**config.mk**
```make
export PLATFORM = sky130hd
export DESIGN_NAME = isosus_scheduler
export DESIGN_NICKNAME = d
export VERILOG_FILES = /design/src/rtl/isosus_scheduler.v
export VERILOG_INCLUDE_DIRS = /design/src /design/src/rtl
export SDC_FILE = /design/constraint.sdc
export NUM_CORES = 1
export LEC_CHECK = 0
export ABC_AREA = 1
export BUFFER_PORTS_ARGS = -buffer_cell sky130_fd_sc_hd__buf_4
export CAP_MARGIN = 5
export CORE_ASPECT_RATIO = 1.4
export CORE_MARGIN = 4
export CORE_UTILIZATION = 63
export CTS_CLUSTER_SIZE = 30
export DETAILED_ROUTE_END_ITERATION = 16
export PLACE_DENSITY = 0.86
export SYNTH_ARGS = -nofsm -noshare
export SYNTH_HDL_FRONTEND = slang
export SYNTH_SLANG_ARGS = --single-unit
```
**constraint.sdc**
```tcl
create_clock -name aclk -period 8 [get_ports aclk]
set_input_delay 1.2 -clock aclk [delete_from_list [all_inputs] [get_ports aclk]]
set_output_delay 1.2 -clock aclk [all_outputs]
set_load 0.1 [all_outputs]
```
**src/rtl/isosus_defs.vh**
```
// Constants for the isochronous split microframe scheduler.
`ifndef ISOSUS_DEFS_VH
`define ISOSUS_DEFS_VH

// ==========================================================================
// Register byte offsets
`define ISOSUS_OFF_CTRL 6'h00
`define ISOSUS_OFF_UFRAME 6'h04
`define ISOSUS_OFF_SS_MASK 6'h08
`define ISOSUS_OFF_CS_MASK 6'h0c
`define ISOSUS_OFF_OUTCOME 6'h10
`define ISOSUS_OFF_BYTES_LO 6'h14
`define ISOSUS_OFF_BYTES_HI 6'h18
`define ISOSUS_OFF_SUMMARY 6'h1c
`define ISOSUS_OFF_IRQ_STATUS 6'h20
`define ISOSUS_OFF_IRQ_MASK 6'h24

// ==========================================================================
// Field positions
`define ISOSUS_CTRL_ENABLE 0
`define ISOSUS_CTRL_IN_TOKEN 1
`define ISOSUS_FRAME_HI 7
`define ISOSUS_FRAME_LO 3
`define ISOSUS_OUT_ERR 0
`define ISOSUS_OUT_BABBLE 1
`define ISOSUS_OUT_UNDERRUN 2
`define ISOSUS_EV_DONE 0
`define ISOSUS_EV_ERR 1
`define ISOSUS_EV_BABBLE 2
`define ISOSUS_EV_UNDERRUN 3

// ==========================================================================
// Reset values and bus answers
`define ISOSUS_RST_CTRL 2'h0
`define ISOSUS_RST_MASK 8'h00
`define ISOSUS_RST_OUTCOME 24'h000000
`define ISOSUS_RST_IRQ 4'h0
`define ISOSUS_RESP_OKAY 2'h0
`define ISOSUS_RESP_SLVERR 2'h2

`endif

```
**src/rtl/isosus_scheduler.v**
```verilog
// Isochronous split microframe scheduler with an AXI4-Lite register slave.
//
// Notes on behaviour
// Store received byte count per microframe only if start split ran there.
// Software sets complete-split mask bits; hardware clears each once processed.
// Issue complete split where mask bit set; only for IN, ignored for OUT.
// Mask bit position n selects microframe n for both masks.
// Keep eight 3-bit outcome fields, one per microframe.
// Outcome bit 0 error, bit 1 babble IN only, bit 2 underrun OUT only.
// Software sets start-split mask bits; hardware clears each after processing.
// OUT: on frame match check start-split bit before sending in that microframe.
// Software sets IN start-split bits only for microframes 0 to 3.
// Target frame is uframe field bits 7 to 3, compared with bus frame.
// Summary error and babble flags mirror outcome bits 0 and 1.
`include "isosus_defs.vh"

module isosus_scheduler (
    // Clock and reset
    input wire aclk,
    input wire aresetn,
    // AXI4-Lite write address and data
    input wire [5:0] s_axi_awaddr,
    input wire s_axi_awvalid,
    output reg s_axi_awready,
    input wire [31:0] s_axi_wdata,
    input wire [3:0] s_axi_wstrb,
    input wire s_axi_wvalid,
    output reg s_axi_wready,
    // AXI4-Lite write response
    output reg [1:0] s_axi_bresp,
    output reg s_axi_bvalid,
    input wire s_axi_bready,
    // AXI4-Lite read
    input wire [5:0] s_axi_araddr,
    input wire s_axi_arvalid,
    output reg s_axi_arready,
    output reg [31:0] s_axi_rdata,
    output reg [1:0] s_axi_rresp,
    output reg s_axi_rvalid,
    input wire s_axi_rready,
    // Bus timing from the frame generator
    input wire uframe_start,
    input wire [2:0] uframe_index,
    input wire [4:0] bus_frame_num,
    // Split requests toward the transaction engine
    output reg start_split_req,
    output reg complete_split_req,
    output reg [2:0] split_uframe,
    // Transaction results
    input wire result_valid,
    input wire [2:0] result_uframe,
    input wire [7:0] result_bytes,
    input wire result_err,
    input wire result_babble,
    input wire result_underrun,
    // Interrupt
    output reg irq
);

    // ======================================================================
    // Helpers

    // One-hot select of a microframe.
    function [7:0] uf_bit;
        input [2:0] n;
        begin
            uf_bit = 8'h01 << n;
        end
    endfunction

    // ======================================================================
    // State

    reg [1:0] ctrl_reg;
    reg [7:0] uframe_field_reg;
    reg [7:0] start_split_uframe_mask_reg;
    reg [7:0] complete_split_uframe_mask_reg;
    reg [7:0] ss_done_reg;
    reg [23:0] outcome_reg;
    reg [7:0] byte_count_reg [0:7];
    reg [3:0] irq_status_reg;
    reg [3:0] irq_mask_reg;
    reg [5:0] aw_addr_reg;
    reg aw_have_reg;
    reg [31:0] w_data_reg;
    reg [3:0] w_strb_reg;
    reg w_have_reg;
    integer i;
    integer k;

    wire is_in = ctrl_reg[`ISOSUS_CTRL_IN_TOKEN];
    wire enabled = ctrl_reg[`ISOSUS_CTRL_ENABLE];
    wire [7:0] cur_bit = uf_bit(uframe_index);
    wire [7:0] res_bit = uf_bit(result_uframe);
    wire frame_match = uframe_field_reg[`ISOSUS_FRAME_HI:`ISOSUS_FRAME_LO] == bus_frame_num;
    wire slot_live = uframe_start && enabled && frame_match;
    wire do_ss = slot_live && |(start_split_uframe_mask_reg & cur_bit);
    wire do_cs = slot_live && is_in && |(complete_split_uframe_mask_reg & cur_bit);
    wire do_write = aw_have_reg && w_have_reg && !s_axi_bvalid;
    wire wr_lane0 = do_write && w_strb_reg[0];

    // ======================================================================
    // Split issue and mask clearing

    // Masks are cleared in the microframe that consumes them; a software set
    // in the same cycle wins so that a fresh request is never dropped.
    reg [7:0] ss_set;
    reg [7:0] cs_set;
    always @* begin
        ss_set = 8'h00;
        cs_set = 8'h00;
        if (wr_lane0 && aw_addr_reg == `ISOSUS_OFF_SS_MASK) begin
            ss_set = w_data_reg[7:0];
        end
        if (wr_lane0 && aw_addr_reg == `ISOSUS_OFF_CS_MASK) begin
            cs_set = w_data_reg[7:0];
        end
    end

    always @(posedge aclk) begin
        if (!aresetn) begin
            start_split_uframe_mask_reg <= `ISOSUS_RST_MASK;
            complete_split_uframe_mask_reg <= `ISOSUS_RST_MASK;
            ss_done_reg <= `ISOSUS_RST_MASK;
            start_split_req <= 1'b0;
            complete_split_req <= 1'b0;
            split_uframe <= 3'h0;
        end else begin
            start_split_req <= do_ss;
            complete_split_req <= do_cs;
            if (uframe_start) begin
                split_uframe <= uframe_index;
            end
            start_split_uframe_mask_reg <= (start_split_uframe_mask_reg &
                ~(do_ss ? cur_bit : 8'h00)) | ss_set;
            complete_split_uframe_mask_reg <= (complete_split_uframe_mask_reg &
                ~(do_cs ? cur_bit : 8'h00)) | cs_set;
            // Remember where a start split ran, so its byte count may land.
            ss_done_reg <= (ss_done_reg & ~(result_valid ? res_bit : 8'h00)) |
                (do_ss ? cur_bit : 8'h00);
        end
    end

    // ======================================================================
    // Result capture

    // Babble is only meaningful for IN and underrun only for OUT, so each is
    // masked by the token direction before it is stored.
    always @(posedge aclk) begin
        if (!aresetn) begin
            outcome_reg <= `ISOSUS_RST_OUTCOME;
            for (i = 0; i < 8; i = i + 1) begin
                byte_count_reg[i] <= 8'h00;
            end
        end else if (result_valid) begin
            outcome_reg[result_uframe * 3 + `ISOSUS_OUT_ERR] <= result_err;
            outcome_reg[result_uframe * 3 + `ISOSUS_OUT_BABBLE] <= result_babble && is_in;
            outcome_reg[result_uframe * 3 + `ISOSUS_OUT_UNDERRUN] <=
                result_underrun && !is_in;
            if (|(ss_done_reg & res_bit)) begin
                byte_count_reg[result_uframe] <= result_bytes;
            end
        end
    end

    // Summary flags gather one bit position from all eight outcome fields.
    reg sum_err;
    reg sum_babble;
    always @* begin
        sum_err = 1'b0;
        sum_babble = 1'b0;
        // A loop variable of its own keeps this process from sharing a driver.
        for (k = 0; k < 8; k = k + 1) begin
            sum_err = sum_err | outcome_reg[k * 3 + `ISOSUS_OUT_ERR];
            sum_babble = sum_babble | outcome_reg[k * 3 + `ISOSUS_OUT_BABBLE];
        end
    end

    // ======================================================================
    // Interrupts

    wire [3:0] irq_events = result_valid ? {result_underrun && !is_in,
        result_babble && is_in, result_err, 1'b1} : 4'h0;
    wire [3:0] irq_clear = (wr_lane0 && aw_addr_reg == `ISOSUS_OFF_IRQ_STATUS) ?
        w_data_reg[3:0] : 4'h0;

    // Write-one-to-clear status; an event in the clearing cycle still sticks.
    always @(posedge aclk) begin
        if (!aresetn) begin
            irq_status_reg <= `ISOSUS_RST_IRQ;
            irq <= 1'b0;
        end else begin
            irq_status_reg <= (irq_status_reg & ~irq_clear) | irq_events;
            irq <= |(((irq_status_reg & ~irq_clear) | irq_events) & irq_mask_reg);
        end
    end

    // ======================================================================
    // AXI4-Lite write channel

    // Address and data are held separately so either may come first.
    always @(posedge aclk) begin
        if (!aresetn) begin
            aw_have_reg <= 1'b0;
            w_have_reg <= 1'b0;
            aw_addr_reg <= 6'h00;
            w_data_reg <= 32'h00000000;
            w_strb_reg <= 4'h0;
            s_axi_awready <= 1'b0;
            s_axi_wready <= 1'b0;
            s_axi_bvalid <= 1'b0;
            s_axi_bresp <= `ISOSUS_RESP_OKAY;
        end else begin
            if (s_axi_awvalid && s_axi_awready) begin
                aw_have_reg <= 1'b1;
                aw_addr_reg <= s_axi_awaddr;
            end else if (do_write) begin
                aw_have_reg <= 1'b0;
            end
            if (s_axi_wvalid && s_axi_wready) begin
                w_have_reg <= 1'b1;
                w_data_reg <= s_axi_wdata;
                w_strb_reg <= s_axi_wstrb;
            end else if (do_write) begin
                w_have_reg <= 1'b0;
            end
            s_axi_awready <= !aw_have_reg && !(s_axi_awvalid && s_axi_awready);
            s_axi_wready <= !w_have_reg && !(s_axi_wvalid && s_axi_wready);
            if (do_write) begin
                s_axi_bvalid <= 1'b1;
                case (aw_addr_reg)
                    `ISOSUS_OFF_CTRL, `ISOSUS_OFF_UFRAME, `ISOSUS_OFF_SS_MASK,
                    `ISOSUS_OFF_CS_MASK, `ISOSUS_OFF_IRQ_STATUS,
                    `ISOSUS_OFF_IRQ_MASK: begin
                        s_axi_bresp <= `ISOSUS_RESP_OKAY;
                    end
                    default: begin
                        s_axi_bresp <= `ISOSUS_RESP_SLVERR;
                    end
                endcase
            end else if (s_axi_bready) begin
                s_axi_bvalid <= 1'b0;
            end
        end
    end

    // Plain read-write registers; only byte lane 0 carries their bits.
    always @(posedge aclk) begin
        if (!aresetn) begin
            ctrl_reg <= `ISOSUS_RST_CTRL;
            uframe_field_reg <= 8'h00;
            irq_mask_reg <= `ISOSUS_RST_IRQ;
        end else if (wr_lane0) begin
            if (aw_addr_reg == `ISOSUS_OFF_CTRL) begin
                ctrl_reg <= w_data_reg[1:0];
            end
            if (aw_addr_reg == `ISOSUS_OFF_UFRAME) begin
                uframe_field_reg <= w_data_reg[7:0];
            end
            if (aw_addr_reg == `ISOSUS_OFF_IRQ_MASK) begin
                irq_mask_reg <= w_data_reg[3:0];
            end
        end
    end

    // ======================================================================
    // AXI4-Lite read channel

    reg [31:0] rd_mux;
    reg rd_hit;
    always @* begin
        rd_hit = 1'b1;
        rd_mux = 32'h00000000;
        case (s_axi_araddr)
            `ISOSUS_OFF_CTRL: rd_mux = {30'h00000000, ctrl_reg};
            `ISOSUS_OFF_UFRAME: rd_mux = {24'h000000, uframe_field_reg};
            `ISOSUS_OFF_SS_MASK: rd_mux = {24'h000000, start_split_uframe_mask_reg};
            `ISOSUS_OFF_CS_MASK: rd_mux = {24'h000000, complete_split_uframe_mask_reg};
            `ISOSUS_OFF_OUTCOME: rd_mux = {8'h00, outcome_reg};
            `ISOSUS_OFF_BYTES_LO: begin
                rd_mux = {byte_count_reg[3], byte_count_reg[2],
                    byte_count_reg[1], byte_count_reg[0]};
            end
            `ISOSUS_OFF_BYTES_HI: begin
                rd_mux = {byte_count_reg[7], byte_count_reg[6],
                    byte_count_reg[5], byte_count_reg[4]};
            end
            `ISOSUS_OFF_SUMMARY: rd_mux = {30'h00000000, sum_babble, sum_err};
            `ISOSUS_OFF_IRQ_STATUS: rd_mux = {28'h0000000, irq_status_reg};
            `ISOSUS_OFF_IRQ_MASK: rd_mux = {28'h0000000, irq_mask_reg};
            default: rd_hit = 1'b0;
        endcase
    end

    // The read data is sampled at the address handshake, on the same edge
    // that rvalid rises, so the answer is a snapshot of that edge.
    always @(posedge aclk) begin
        if (!aresetn) begin
            s_axi_arready <= 1'b0;
            s_axi_rvalid <= 1'b0;
            s_axi_rdata <= 32'h00000000;
            s_axi_rresp <= `ISOSUS_RESP_OKAY;
        end else begin
            s_axi_arready <= !s_axi_rvalid && !(s_axi_arvalid && s_axi_arready);
            if (s_axi_arvalid && s_axi_arready) begin
                s_axi_rvalid <= 1'b1;
                s_axi_rdata <= rd_mux;
                s_axi_rresp <= rd_hit ? `ISOSUS_RESP_OKAY : `ISOSUS_RESP_SLVERR;
            end else if (s_axi_rready) begin
                s_axi_rvalid <= 1'b0;
            end
        end
    end

endmodule

```
==> flow_summary.ini <==
[power_and_ir_drop]
p_clk_frac = 0.391
switchingPower_uw = 646.6
swShare = 0.2900
powerDensity_mw_per_mm2 = 194.7
peakVddDrop_uv = 163.2
internal_power_mw = 1.583
p_leak_nw = 4.878
comb_power_share = 0.140
seqPwrFrac = 0.469

[clock_tree]
numCtsBuffers = 17
clk_pin_slew_ps = 70
h-tree-depth = 4
ctsHoldBuffers = 0
cts_tree = built
ctsResizeCount = 0
postCtsSetupBuffers = 0
clk-insertion-delay-late_ps = 440
cts_root_buf = clkbuf_16
tritoncts_num_sinks = 192
clockBufferDepth = 2

[timing]
setup_viol = 0
timing.hold.ws_ps = 441.9
worst_pin_slew_ps = 956.9
period_minus_slack_ps = 4844
fin_setup_tns_ps = 0
hold_viol = 0
slew_headroom = 0.3621
fin_worst_skew_ps = 11.13
timing.final.crit_share = 0.6054
fmax_mhz = 206.5
rsz0062_at_grt = false
maxSlewViolCount = 0

[layout]
area_growth_pct = 13.15
final_area_sq_mm = 0.01145
diodes = 0
largest_register_ffs = 64
drive_gt1_frac = 0.1293
fill_cells = 1215
final_nets = 1517

[yosys]
synth_edf_count = 64
synth_ff_type = dfxtp_1
syn_area_sq_mm = 0.01012
synthCells = 1366
synth.yosys.seq_area_share = 0.4431
yosysWarnings = 0
async_flop_share = 0
ys_types = 47
syn_avg_cell_area_sq_um = 7.409
ys_ff_latch = 192

[global_routing]
grt_pass1_wl_mm = 47.00
grt_start_max_net_pins = 93
antenna_found_initial = 0
grt_use_total = 0.3304
grt_pass1_vias = 9406
grt-ovfl-total = 0

[worst_setup_path]
startpoint_type = primary input
cp-end-kind = flop
crit_cells = 13
slowest_delay_ps = 810
cp.arrival_ps = 5170
crit_fanout = 20
cp.required_ps = 8330
crit_buf_inv = 4
path_cells = buf_4 > ha_1 > inv_1 > fa_1 > inv_2 > ha_1 > inv_1 > nor2_4 > nand2_1 > nand3_1 > o211ai_1 > nor2_1 > nor2_1
slowest_stage = fa_1
rr_worst_depth = 6
crit_family = adder cells
worstSetupPathType = primary input to flop

[floorplan]
core-area_sq_mm = 0.01568
die-height_microns = 158.0
die_area_sq_mm = 0.01819
die_w_microns = 115.1
initial_core_util = 0.6457
fp-row-count = 54
pin_count = 126

[routing]
initialDrtViolationCount = 1305
via_per_inst = 6.120
vias = 10010
ant_nets = 0
drcViolationCount = 0
drt-wirelength-per-cell_microns = 18.23
wl_mm = 29.80
dr.pass1.iters = 6

[job]
cap_violations = 0

[place]
dpl_cell_area_sq_mm = 0.01084
portBuffers = 96
dp_hpwl_mm = 21.41
gp_congestion = 1.011

[status]
outcome = complete, no violations

[min_path]
holdCritPathClass = flop to flop
whs_path_depth = 1
==> power by group through the flow <==
stage	Clock [mW]	Combinational (mW)	Sequential [mW]
final	0.872	0.313	1.04
after global routing	0.914	0.338	1.05
after CTS	0.872	0.307	1.04
after detailed placement	0	0.305	1.07
after global placement	0	0.300	1.07
after floorplan	0	0.204	1.09
==> synthesized netlist by cell type, types with 4 or more instances <==
library cell,n,area (sq um)
nand3_1,150,750.7
clkbuf_1,35,131.4
dfxtp_1,128,2562
nand2_2,5,31.28
inv_2,8,30.03
buf_1,5,18.77
o21ai_0,84,420.4
o22ai_1,15,93.84
nor2_4,9,101.4
clkinv_1,5,18.77
nand3b_1,4,30.03
nand3_2,11,110.1
nand2_1,290,1089
a31oi_1,7,43.79
buf_4,6,45.04
edfxtp_1,64,1922
nor2_1,169,634.4
nor3_1,9,45.04
a21oi_1,94,470.5
ha_1,11,137.6
o211ai_1,4,30.03
inv_1,139,521.8
o21ai_1,12,60.06
buf_2,13,65.06
o31ai_1,6,45.04
nor2_2,4,25.02
nand2_4,8,90.09
nand4_1,32,200.2
a32o_1,11,110.1
==> layout make-up <==
cell class	instances	area [sq um]	area share
multi-input combinational	960	4772	0.4167
sequential	192	4484	0.3916
timing repair buffer	102	765.7	0.06686
inverter	153	576.8	0.05037
clock buffer	17	425.4	0.03715
tap	196	245.2	0.02141
clock inverter	15	182.7	0.01595
==> final timing paths <==
check / startpoint / end / slack (ps)
hold / removal: w_have_reg / s_axi_wready / 440
setup reg to reg: ss_done_reg[0] / byte_count_reg[3][3] / 5740
setup / recovery: result_uframe[0] / outcome_reg[4] / 3160
hold reg to reg: w_have_reg / s_axi_wready / 440
==> routing by layer <==
metal	vias up	global-route usage	wire length, microns
li1	4683	-	-
met1	4562	0.3809	10480
met2	639	0.5715	14810
met3	122	0.05430	2847
met4	0	0.1974	1667
met5	-	0	0
==> stage by stage <==
stage               std cells  utilization  worst slack [ps]  power [mW]
floorplan                1367            -              4236       1.290
global placement         1603       0.6918              2844       1.365
detailed placement       1603       0.6918              2806       1.372
CTS                      1635       0.7306              3245       2.223
global route             1635       0.7306              2904       2.299
finish                   1635       0.7306              3156       2.229
==> cell families (layout without fill, tap and decap cells) <==
family / count (synthesis) / in the layout / share of synthesized area
other: 1 / 2 / 0.0003705
XOR/XNOR: 1 / 1 / 0.0008655
AO/OA/AOI/OAI: 247 / 247 / 0.1378
AND/OR/NAND/NOR: 698 / 698 / 0.3162
buffers and inverters: 215 / 287 / 0.08604
flip-flops: 192 / 192 / 0.4431
adder cells (fa/ha/maj): 12 / 12 / 0.01558
==> layout by cell type, fill, tap and decap left out, drive strengths merged, types with 2 or more instances in the layout <==
master / n
ha: 11
a221oi: 3
edfxtp: 64
bufinv: 2
a22oi: 2
conb: 2
a211oi: 3
a32o: 11
a31oi: 7
dfxtp: 128
clkbuf: 17
nand4: 32
nand2: 304
nor4: 3
nand3: 161
clkinvlp: 2
o21ai: 96
nand3b: 4
buf: 102
o22ai: 15
o211ai: 4
o2111ai: 3
nor2: 183
clkinv: 13
nor3: 11
inv: 151
o31ai: 6
a21oi: 94
Power figures use the tool's default switching activity.
